## src/rtl/cadec_pkg.sv

```systemverilog
package cadec_pkg;

  // host command op codes
  localparam logic [2:0] CMD_ATTR_RD   = 3'h0;
  localparam logic [2:0] CMD_ATTR_WR   = 3'h1;
  localparam logic [2:0] CMD_MEM_RD    = 3'h2;
  localparam logic [2:0] CMD_MEM_WR    = 3'h3;
  localparam logic [2:0] CMD_STANDBY   = 3'h4;

  // byte lane select for common memory
  localparam logic [1:0] LANE_EVEN     = 2'h1;
  localparam logic [1:0] LANE_ODD      = 2'h2;
  localparam logic [1:0] LANE_WORD     = 2'h3;

  // controller register offsets (software port)
  localparam logic [3:0] OFS_CMD       = 4'h0;
  localparam logic [3:0] OFS_ADDR      = 4'h1;
  localparam logic [3:0] OFS_WDATA     = 4'h2;
  localparam logic [3:0] OFS_RDATA     = 4'h3;
  localparam logic [3:0] OFS_STATUS    = 4'h4;

  // command register fields
  localparam int CMD_OP_LSB            = 0;
  localparam int CMD_LANE_LSB          = 4;
  localparam int CMD_GO_BIT            = 8;

  // status register fields
  localparam int STS_BUSY_BIT          = 0;
  localparam int STS_DONE_BIT          = 1;
  localparam int STS_REFUSED_BIT       = 2;

  // card configuration register space
  localparam logic [10:0] CFG_BASE     = 11'h200;
  localparam logic [10:0] CIS_LAST     = 11'h198;
  localparam logic [1:0] CFG_OPTION    = 2'h0;
  localparam logic [1:0] CFG_STATUS    = 2'h1;
  localparam logic [1:0] CFG_PINREP    = 2'h2;
  localparam logic [1:0] CFG_SOCKET    = 2'h3;

  // pin timing: strobe width and gaps
  localparam int CLK_PERIOD_NS         = 10;
  localparam int SETUP_NS              = 100;
  localparam int STROBE_NS             = 300;
  localparam int HOLD_NS               = 30;
  localparam int SETUP_CYC             = (SETUP_NS + CLK_PERIOD_NS - 1) / CLK_PERIOD_NS;
  localparam int STROBE_CYC            = (STROBE_NS + CLK_PERIOD_NS - 1) / CLK_PERIOD_NS;
  localparam int HOLD_CYC              = (HOLD_NS + CLK_PERIOD_NS - 1) / CLK_PERIOD_NS;
  localparam logic [5:0] SETUP_CNT     = 6'(SETUP_CYC);
  localparam logic [5:0] STROBE_CNT    = 6'(STROBE_CYC);
  localparam logic [5:0] HOLD_CNT      = 6'(HOLD_CYC);

  // card pin bundle driven by the host
  typedef struct packed {
    logic        ce1_n;
    logic        ce2_n;
    logic        reg_n;
    logic        oe_n;
    logic        we_n;
    logic [10:0] addr;
  } cadec_pins_t;

  localparam cadec_pins_t PINS_IDLE = '{ce1_n: 1'b1, ce2_n: 1'b1, reg_n: 1'b1,
                                        oe_n: 1'b1, we_n: 1'b1, addr: 11'h000};

  // decoded software command
  typedef struct packed {
    logic [2:0]  op;
    logic [1:0]  lane;
  } cadec_cmd_t;

endpackage

```

## src/rtl/cadec_sync.sv

```systemverilog
`timescale 1ns/100ps
module cadec_sync #(
  parameter int W = 16
) (
  // clock and reset
  input  wire logic         mclk,
  input  wire logic         rstn,
  // asynchronous input and its filtered copy
  input  wire logic [W-1:0] d_in,
  output logic      [W-1:0] d_out
);

  logic [W-1:0] s1_r;
  logic [W-1:0] s2_r;
  logic [W-1:0] s3_r;
  logic [W-1:0] out_r;

  genvar i;
  generate
    for (i = 0; i < W; i++) begin : g_bit
      always_ff @(posedge mclk or negedge rstn) begin
        if (!rstn) begin
          s1_r[i]  <= 1'b0;
          s2_r[i]  <= 1'b0;
          s3_r[i]  <= 1'b0;
          out_r[i] <= 1'b0;
        end else begin
          s1_r[i] <= d_in[i];
          s2_r[i] <= s1_r[i];
          s3_r[i] <= s2_r[i];
          // change accepted only once stages two and three agree
          if (s2_r[i] == s3_r[i]) begin
            out_r[i] <= s3_r[i];
          end
        end
      end
    end
  endgenerate

  assign d_out = out_r;

endmodule

```

## src/rtl/cadec_host.sv

```systemverilog
`timescale 1ns/100ps
// Function
// RULE_01: attribute accesses are byte wide at even address with CE1 only.
// RULE_02: attribute read holds REG, OE low, WE high; write REG, WE low.
// RULE_03: attribute read data is taken only from the even lane D7-D0.
// RULE_04: config registers sit at A10 low, A9 high, A2:A1 select.
// RULE_05: host locates config registers by reading CIS 0000H to 0198H.
// RULE_06: attribute writes are allowed only at configuration register addresses.
// RULE_07: between cycles the host negates CE or both OE and WE.
// RULE_08: common memory uses CE1 even, CE2 odd, both for word at A0 zero.
// RULE_09: both chip enables high puts the card in standby with lanes floating.
// RULE_10: invalid cycles change nothing and their read data is discarded.
module cadec_host
(
  // clock and reset
  input  wire logic        mclk,
  input  wire logic        rstn,
  // software register port
  input  wire logic [3:0]  sw_addr,
  input  wire logic [15:0] sw_wdata,
  input  wire logic        sw_wr,
  input  wire logic        sw_rd,
  output logic      [15:0] sw_rdata,
  // card control pins
  output cadec_pkg::cadec_pins_t card_pins,
  // card data bus, split two-way pins
  input  wire logic [15:0] card_d_in,
  output logic      [15:0] card_d_out,
  output logic      [1:0]  card_d_oe_n
);
  import cadec_pkg::*;

  typedef enum logic [4:0] {
    ST_IDLE  = 5'b00001,
    ST_SETUP = 5'b00010,
    ST_PULSE = 5'b00100,
    ST_HOLD  = 5'b01000,
    ST_GAP   = 5'b10000
  } cadec_state_t;

  cadec_state_t state_r;
  cadec_state_t state_nxt;

  cadec_cmd_t   cmd_r;
  logic [10:0]  addr_r;
  logic [15:0]  wdata_r;
  logic [15:0]  rdata_r;
  logic [15:0]  sw_rdata_r;
  logic         done_r;
  logic         refused_r;
  logic [5:0]   cnt_r;
  cadec_pins_t  pins_r;
  cadec_pins_t  pins_nxt;
  logic [15:0]  dout_r;
  logic [1:0]   doe_n_r;
  logic [1:0]   doe_n_nxt;
  logic [15:0]  d_sync;

  cadec_sync #(.W(16)) u_sync (
    .mclk  (mclk),
    .rstn  (rstn),
    .d_in  (card_d_in),
    .d_out (d_sync)
  );

  // a pending command is legal only if its pin pattern is a valid cycle
  function automatic logic cmd_legal(input cadec_cmd_t c, input logic [10:0] a);
    logic attr;
    logic cfg_hit;
    attr    = (c.op == CMD_ATTR_RD) || (c.op == CMD_ATTR_WR);
    cfg_hit = (a[10:3] == CFG_BASE[10:3]);
    cmd_legal = 1'b1;                                       // even reads open: see RULE_05
    if (attr && (a[0] || c.lane != LANE_EVEN)) begin
      cmd_legal = 1'b0;                                     // see RULE_01
    end
    if (c.op == CMD_ATTR_WR && !cfg_hit) begin
      cmd_legal = 1'b0;                                     // see RULE_06
    end
    if ((c.op == CMD_MEM_RD || c.op == CMD_MEM_WR) &&
        (c.lane == 2'h0 || (c.lane == LANE_WORD && a[0]))) begin
      cmd_legal = 1'b0;                                     // see RULE_08
    end
    if (c.op > CMD_STANDBY) begin
      cmd_legal = 1'b0;
    end
  endfunction

  wire        busy      = (state_r != ST_IDLE);
  wire        sel_cmd   = (sw_addr == OFS_CMD);
  wire        go        = sw_wr && sel_cmd && sw_wdata[CMD_GO_BIT] && !busy;
  wire cadec_cmd_t new_cmd = '{op: sw_wdata[CMD_OP_LSB +: 3], lane: sw_wdata[CMD_LANE_LSB +: 2]};
  wire        new_ok    = cmd_legal(new_cmd, addr_r);
  wire        start     = go && new_ok && (new_cmd.op != CMD_STANDBY);
  wire        is_write  = (cmd_r.op == CMD_ATTR_WR) || (cmd_r.op == CMD_MEM_WR);
  wire        is_attr   = (cmd_r.op == CMD_ATTR_RD) || (cmd_r.op == CMD_ATTR_WR);
  wire        cnt_done  = (cnt_r == 6'h00);

  // address, chip enables and REG for the cycle in flight
  cadec_pins_t pins_addr;
  assign pins_addr.ce1_n = is_attr ? 1'b0 : !cmd_r.lane[0];       // see RULE_08
  assign pins_addr.ce2_n = is_attr ? 1'b1 : !cmd_r.lane[1];       // see RULE_01
  assign pins_addr.reg_n = !is_attr;                              // see RULE_04
  assign pins_addr.oe_n  = 1'b1;
  assign pins_addr.we_n  = 1'b1;
  assign pins_addr.addr  = addr_r;

  always_comb begin
    state_nxt = state_r;
    pins_nxt  = pins_r;
    doe_n_nxt = 2'h3;
    case (state_r)
      ST_IDLE: begin
        pins_nxt = PINS_IDLE;                                     // see RULE_09
        if (start) begin
          state_nxt = ST_SETUP;
        end
      end
      ST_SETUP: begin
        pins_nxt  = pins_addr;
        doe_n_nxt = is_write ? ~cmd_r.lane : 2'h3;
        if (cnt_done) begin
          state_nxt      = ST_PULSE;
          pins_nxt.oe_n  = is_write;                              // see RULE_02
          pins_nxt.we_n  = !is_write;                             // see RULE_02
        end
      end
      ST_PULSE: begin
        doe_n_nxt = is_write ? ~cmd_r.lane : 2'h3;
        if (cnt_done) begin
          state_nxt     = ST_HOLD;
          pins_nxt.oe_n = 1'b1;                                   // see RULE_07
          pins_nxt.we_n = 1'b1;
        end
      end
      ST_HOLD: begin
        doe_n_nxt = is_write ? ~cmd_r.lane : 2'h3;
        if (cnt_done) begin
          state_nxt = ST_GAP;
          pins_nxt  = PINS_IDLE;                                  // see RULE_07
          doe_n_nxt = 2'h3;
        end
      end
      ST_GAP: begin
        if (cnt_done) begin
          state_nxt = ST_IDLE;
        end
      end
      default: begin
        state_nxt = ST_IDLE;
        pins_nxt  = PINS_IDLE;
      end
    endcase
  end

  always_ff @(posedge mclk or negedge rstn) begin
    if (!rstn) begin
      state_r <= ST_IDLE;
      pins_r  <= PINS_IDLE;
      doe_n_r <= 2'h3;
    end else begin
      state_r <= state_nxt;
      pins_r  <= pins_nxt;
      doe_n_r <= doe_n_nxt;
    end
  end

  always_ff @(posedge mclk or negedge rstn) begin
    if (!rstn) begin
      cnt_r <= 6'h00;
    end else if (state_r != state_nxt) begin
      cnt_r <= (state_nxt == ST_PULSE) ? STROBE_CNT :
               (state_nxt == ST_HOLD)  ? HOLD_CNT : SETUP_CNT;
    end else if (!cnt_done) begin
      cnt_r <= cnt_r - 6'h01;
    end
  end

  // software side registers
  always_ff @(posedge mclk or negedge rstn) begin
    if (!rstn) begin
      cmd_r   <= '0;
      addr_r  <= 11'h000;
      wdata_r <= 16'h0000;
    end else if (sw_wr && !busy) begin
      if (sel_cmd) begin
        cmd_r <= new_cmd;
      end
      if (sw_addr == OFS_ADDR) begin
        addr_r <= sw_wdata[10:0];
      end
      if (sw_addr == OFS_WDATA) begin
        wdata_r <= sw_wdata;
      end
    end
  end

  // capture read data at end of strobe; attribute reads keep low lane only
  wire capture = (state_r == ST_PULSE) && cnt_done && !is_write;
  wire [15:0] cap_data = is_attr ? {8'h00, d_sync[7:0]} : d_sync;  // see RULE_03

  always_ff @(posedge mclk or negedge rstn) begin
    if (!rstn) begin
      rdata_r   <= 16'h0000;
      done_r    <= 1'b0;
      refused_r <= 1'b0;
      dout_r    <= 16'h0000;
    end else begin
      if (capture) begin
        rdata_r <= cap_data;
      end
      if (start) begin
        dout_r <= wdata_r;
      end
      // completion wins over a software clear in the same cycle
      if ((state_r == ST_GAP) && cnt_done) begin
        done_r <= 1'b1;
      end else if (start || (sw_wr && sw_addr == OFS_STATUS)) begin
        done_r <= 1'b0;
      end
      // illegal request never reaches the pins
      if (go && !new_ok) begin
        refused_r <= 1'b1;                                        // see RULE_10
      end else if (sw_wr && sw_addr == OFS_STATUS) begin
        refused_r <= 1'b0;
      end
    end
  end

  wire [15:0] status_word = {13'h0, refused_r, done_r, busy};
  wire [15:0] rd_mux = (sw_addr == OFS_CMD)    ? {8'h00, 2'h0, cmd_r.lane, 1'b0, cmd_r.op} :
                       (sw_addr == OFS_ADDR)   ? {5'h00, addr_r} :
                       (sw_addr == OFS_WDATA)  ? wdata_r :
                       (sw_addr == OFS_RDATA)  ? rdata_r :
                       (sw_addr == OFS_STATUS) ? status_word : 16'h0000;

  always_ff @(posedge mclk or negedge rstn) begin
    if (!rstn) begin
      sw_rdata_r <= 16'h0000;
    end else if (sw_rd) begin
      sw_rdata_r <= rd_mux;
    end
  end

  assign sw_rdata    = sw_rdata_r;
  assign card_pins   = pins_r;
  assign card_d_out  = dout_r;
  assign card_d_oe_n = doe_n_r;

endmodule

```

## config.mk

```make
export PLATFORM = sky130hd
export DESIGN_NAME = cadec_host
export DESIGN_NICKNAME = d
export VERILOG_FILES = /design/src/rtl/cadec_pkg.sv /design/src/rtl/cadec_sync.sv /design/src/rtl/cadec_host.sv
export SDC_FILE = /design/constraint.sdc
export NUM_CORES = 1
export LEC_CHECK = 0
export BUFFER_PORTS_ARGS = -buffer_cell sky130_fd_sc_hd__buf_2
export CAP_MARGIN = 30
export CORE_MARGIN = 2
export CORE_UTILIZATION = 30
export CTS_BUF_LIST = sky130_fd_sc_hd__clkbuf_16
export DETAILED_ROUTE_END_ITERATION = 6
export RECOVER_POWER = 25
export SLEW_MARGIN = 20
export SYNTH_ARGS = -nofsm -noshare
export SYNTH_HDL_FRONTEND = slang
export SYNTH_SLANG_ARGS = --single-unit
```

## constraint.sdc

```tcl
create_clock -name mclk -period 5.22 [get_ports mclk]
set_input_delay 0.783 -clock mclk [delete_from_list [all_inputs] [get_ports mclk]]
set_output_delay 0.783 -clock mclk [all_outputs]
set_load 0.01 [all_outputs]
```

Word level (Yosys, flattened, before mapping)
Index checks and enable logic that the tools add are counted.
{ "classes": {"eq_ne": 41, "muxes": 35, "order_cmp": 1, "addsub": 1, "bitwise": 3, "n_reduce_logical": 43} }
{ "op_table": {"columns": ["op", "count"], "rows": [
  ["16-bit 2-to-1 mux", 6],
  ["11-bit one-hot mux with 3 select lines", 1],
  ["5-bit 2-to-1 mux", 6],
  ["5-bit one-hot mux with 5 select lines", 1],
  ["1-bit == test", 16],
  ["1-bit logical AND", 15],
  ["6-bit 2-to-1 mux", 2],
  ["5-bit by 3-bit == test with 1-bit output (second input constant)", 2],
  ["5-bit by 4-bit == test with 1-bit output (second input constant)", 2],
  ["1-bit 2-to-1 mux", 10],
  ["3-bit by 2-bit == test with 1-bit output (second input constant)", 3],
  ["3-bit one-hot mux with 3 select lines", 1],
  ["4-bit by 2-bit == test with 1-bit output (second input constant)", 2],
  ["8-bit by 7-bit == test with 1-bit output (second input constant)", 1],
  ["2-bit 2-to-1 mux", 4],
  ["2-bit one-hot mux with 4 select lines", 1],
  ["2-bit AND reduction", 4],
  ["1-bit logical NOT", 7],
  ["1-bit logical OR", 7],
  ["3-bit by 1-bit == test with 1-bit output (second input constant)", 2],
  ["3-bit logical NOT", 2],
  ["6-bit logical NOT", 1],
  ["6-bit by 1-bit subtractor with 6-bit output (second input constant)", 1],
  ["5-bit by 1-bit == test with 1-bit output (second input constant)", 1],
  ["21 further kinds", 26]
]} }
{ "totals": {"ff_bits": 175, "output_inout_bits": 50, "in_bits": 40} }

Logic depth before layout (Yosys ltp)
{ "depth": {"word_depth": 15, "mapped_depth": 9, "ltp_nobuf": 7} }

By module
Synthesis repeated with hierarchy kept, for this count alone.
{ "unflattened": {"hier_cells": 522, "area_unflattened_um2": 6827.8} }
{ "by_module_without_submodules": {"columns": ["module", "area_each_um2", "seq_area_each_um2", "n_inst", "cells_each"], "rows": [
  ["cadec_host", 5046.1, 2787.7, 1, 442],
  ["cadec_sync", 1781.7, 1601.5, 1, 80]
]} }

Worst setup path before layout
No wires, ideal clock.
{ "synth_path": {"kind": "in2reg", "startpoint": "input port sw_addr[1]", "endpoint": "register dout_r[10], in the netlist card_d_out[10]", "arrival_ns": 2.423, "path_slack_ns": 2.671, "path_stages": 6, "setup_ns": 0.125, "cell_sequence": "buf_6 -> nor4_4 -> nand4_4 -> a2111o_1 -> buf_6 -> mux2_4"} }
{ "synth_between": {"elab_chain_cells": 6} }
{ "synth_lines": {"columns": ["element", "line_no", "rtl"], "rows": [
  ["start, declared", "cadec_host.sv:19", "input wire logic [3:0] sw_addr,"],
  ["4-bit logical NOT", "cadec_host.sv:89", "wire sel_cmd = (sw_addr == OFS_CMD);"],
  ["1-bit logical AND (3 in series)", "cadec_host.sv:90", "wire go = sw_wr && sel_cmd && sw_wdata[CMD_GO_BIT] && !busy;"],
  ["1-bit logical AND (2 in series)", "cadec_host.sv:93", "wire start = go && new_ok && (new_cmd.op != CMD_STANDBY);"],
  ["end signal, assigned", "cadec_host.sv:212", "dout_r <= wdata_r;"],
  ["end, declared", "cadec_host.sv:54", "logic [15:0] dout_r;"]
]} }
No other way between the ends.
A chain may end at the register's enable or synchronous reset.

Worst setup path in the final report
{ "layout_path": {"startpoint": "input port sw_addr[0]", "endpoint": "register cnt_r[0]"} }
{ "layout_between": {"elab_chain_cells": 12, "word_cells_on_any_way": 15, "classes_between": "eq/ne (4); mux (5); reduce/logical (6)"} }
{ "layout_lines": {"columns": ["element", "line_no", "rtl"], "rows": [
  ["4-bit logical NOT (*)", "cadec_host.sv:89", null],
  ["1-bit logical AND (*) (3 in series)", "cadec_host.sv:90", null],
  ["1-bit logical AND (*) (2 in series)", "cadec_host.sv:93", null],
  ["5-bit 2-to-1 mux (*)", "cadec_host.sv:114", "if (start) begin"],
  ["5-bit one-hot mux with 5 select lines (*)", "cadec_host.sv:111", "case (state_r)"],
  ["5-bit by 4-bit == test with 1-bit output", "cadec_host.sv:172", "(state_nxt == ST_HOLD) ? HOLD_CNT : SETUP_CNT;"],
  ["4-bit 2-to-1 mux", "cadec_host.sv:172", null],
  ["5-bit 2-to-1 mux", "cadec_host.sv:171", "cnt_r <= (state_nxt == ST_PULSE) ? STROBE_CNT :"],
  ["6-bit 2-to-1 mux", "cadec_host.sv:170", "end else if (state_r != state_nxt) begin"],
  ["end signal, assigned", "cadec_host.sv:171", null],
  ["end signal, assigned", "cadec_host.sv:174", "cnt_r <= cnt_r - 6'h01;"],
  ["end, declared", "cadec_host.sv:51", "logic [5:0] cnt_r;"]
]} }
Every way passes the cells marked *; elsewhere a longest branch is shown, timed or not.

==> impl_metrics.ini <==
[flow_run]
maxCapViolations = 0

[yosys]
synth-async-reset-ratio_pct = 100.0
synth_fa_ha_area_share_pct = 2.508
ys_seq_area_share_pct = 63.76
synth.area.mux_share_pct = 11.92
syn_avg_cell_area_sq_um = 13.04
ys_warn_count = 0
synth-simple-area-share_pct = 9.633
synth_top_area_cell = dfrtp_1
synth_area_leaders = dfrtp_1 61%, mux2_2 7.9%, dfstp_2 3.1%
synth_top_family_by_area = multiplexers
syn_nets = 569
synth_seq_cells = 175
synth_xor_area_share_pct = 0.3817
synth_cell_types = 58
yosysMostFrequentCell = dfrtp_1
syn_area_sq_um = 6884
synth_flop_cell = dfrtp_1
synth_edf_count = 0
synth.top_cell.area_share_pct = 60.71
synth_compound_area_share_pct = 8.851
synthCells = 528
ys_top_cells_by_count = 167 x dfrtp_1, 52 x nand2_1, 48 x mux2_2

[floorplan]
start_util_pct = 30.50
die_w_um = 155.5
dieArea_sq_um = 24170
core_area_sq_um = 22570
io_pins = 90
rows = 55
die-height_um = 155.5

[clock_tree]
clock-sinks = 175
holdBufCountCts = 0
path_clk_slew_ns = 0.07
clockBufferDepth = 2
htree_levels = 4
clock_latency_ns = 0.42
cts_resized = 0
cts_tree = built
cts_root_buf = clkbuf_16
cts_buffers = 17
post_cts_buffers = 0

[global_routing]
grt_pass1_wl_um = 25200
grt_pass1_vias = 4458
antenna_found_initial = 3
grt_max_degree = 81
grt_usage_pct = 13.64
overflow = 0

[placed_design]
place.gp.congestion = 0.8044
dp_hpwl_um = 11010
numPortBuffers = 89

[power]
switching_share_pct = 24.36
intPower_uw = 2501
p_per_area_nw_per_um2 = 400.2
comb_power_share_pct = 10.7
p_leak_uw = 0.003922
p_clk_share_pct = 41.0
switchingPower_uw = 805.4
vdd_ir_drop_max_mv = 0.2247
power.share.sequential_pct = 48.4

[sta]
slew_violations = 0
period_needed_ns = 2.851
fin_tns_setup_ns = 0
tightest_slew_ns = 0.9562
rsz0062_at_grt = false
slew-limit-headroom_pct = 36.08
hold_violations = 0
whs_ns = 0.3484
fin_crit_sh_pct = 54.61
clock_skew_ns = 0.008123
setup_violations = 0
fmax_ghz = 0.3508

[routing]
drt-pass1-iter-count = 5
antenna_left = 0
routed_wl_um = 15810
wire_per_inst_um = 17.20
via_count = 4376
viasPerCell = 4.762
drc = 0
dr.first_iter.drc_count = 321

[critical_path]
reg2regPathDepth = 6
crit_path_top_delay_cell = a2111o_1
start_kind = input pin
rrSetupSlack_ns = 2.55
crit_type = in2reg
arrival_ns = 3.18
critPathCaptureType = flip-flop
required_ns = 5.55
cpPeakStageDelay_ns = 0.72
r2r-start = state_r[0]
crit_chain = buf_2 -> nor4_4 -> nand4_4 -> a2111o_1 -> buf_4 -> and3_1 -> a211oi_1
r2r-end = cnt_r[0]
crit_fanout = 20

[hold_path]
min_to = u_sync.s2_r[3]
min-delay-start = u_sync.s1_r[3]
min_path_cells = 0
min_path_type = reg2reg

[final_layout]
fin_util_pct = 36.61
finalNetCount = 661
drive_gt1_share_pct = 31.44
area_growth_syn_to_layout_pct = 20.03

[run_status]
outcome = completed
-- through the flow --
stage	cell area (sq um)	cells	worst slack, ns	power [uW]
2_1_floorplan	6884	528	2.671	1824
3_3_place_gp	7629	886	1.988	1969
3_5_place_dp	7629	886	1.912	1979
4_1_cts	8260	918	2.365	3347
5_1_grt	8260	918	2.219	3469
6_report	8263	919	2.369	3307
-- flip-flops by register name, indices dropped and copies added (netlist names), 11 cells and up --
name / flops
card_pins: 16
u_sync.d_out: 16
card_d_out: 16
wdata_r: 16
u_sync.s3_r: 16
sw_rdata: 16
rdata_r: 16
u_sync.s2_r: 16
u_sync.s1_r: 16
addr_r: 11
-- worst max-delay path: cells and delay by family --
| kind | cells | cell delay (ns) |
|---|---|---|
| compound gates | 2 | 0.93 |
| simple gates | 3 | 0.84 |
| buf+inv | 2 | 0.62 |
-- cell families (layout without fill, tap and decap cells) --
family                     after synthesis  after routing
DFF                                    175            175
and+or+nand+nor                        132            132
AOI/OAI and AO/OA                       86             86
muxes                                   69             69
buffers and inverters                   46            151
adders and majority gates               17             17
xor gates and xnor gates                 3              3
other                                    0              1
-- power by group through the flow --
stage / registers (uW) / logic, uW / clock network (uW)
CTS: 1600 / 358 / 1390
finish: 1600 / 352 / 1350
global route: 1620 / 399 / 1450
global placement: 1620 / 347 / 0
floorplan: 1590 / 237 / 0
detailed placement: 1620 / 356 / 0
-- layer usage --
| metal | wire (um) | GRT usage [%] | share of wire [%] | vias up |
|---|---|---|---|---|
| met4 | 183 | 3.888 | 1.2 | 4 |
| met3 | 950 | 4.624 | 6.0 | 19 |
| li1 | - | - | - | 2051 |
| met1 | 7384 | 18.64 | 47 | 2209 |
| met5 | 21 | 0 | 0.13 | - |
| met2 | 7272 | 20.69 | 46 | 93 |
-- worst max-delay path by stage --
stage,start,cells after the start,slack [ns],endpoint
6_report,sw_addr[0],7,2.37,cnt_r[0]
5_1_grt,sw_addr[0],5,2.22,addr_r[8]
4_1_cts,sw_addr[0],7,2.37,cnt_r[0]
3_5_place_dp,sw_addr[0],7,1.91,cnt_r[0]
3_3_place_gp,sw_addr[0],7,1.99,cnt_r[0]
2_1_floorplan,sw_addr[1],6,2.67,card_d_out[10]
-- layout make-up --
type	instances	area (sq um)
Fill cell	2213	14310
Sequential cell	175	4389
Multi-Input combinational cell	307	2292
Timing Repair Buffer	96	504.2
Clock buffer	17	425.4
Tap cell	285	356.6
Clock inverter	15	206.4
Inverter	23	86.33
Antenna cell	1	2.502
-- placed cells by master, fill, tap and decap left out, types with 7 or more instances in the layout --
cell	instances
a22oi_1	10
buf_4	7
mux2_2	48
mux2_4	14
maj3_1	16
buf_2	88
a21oi_1	11
a22o_1	13
nand3_1	14
o22ai_1	9
mux2i_1	7
inv_1	28
dfrtp_1	167
clkbuf_16	17
o21ai_0	14
nor3_1	9
dfstp_2	8
nor2_1	23
nand2_1	52
Note: power is estimated with default switching activity, not from simulation.
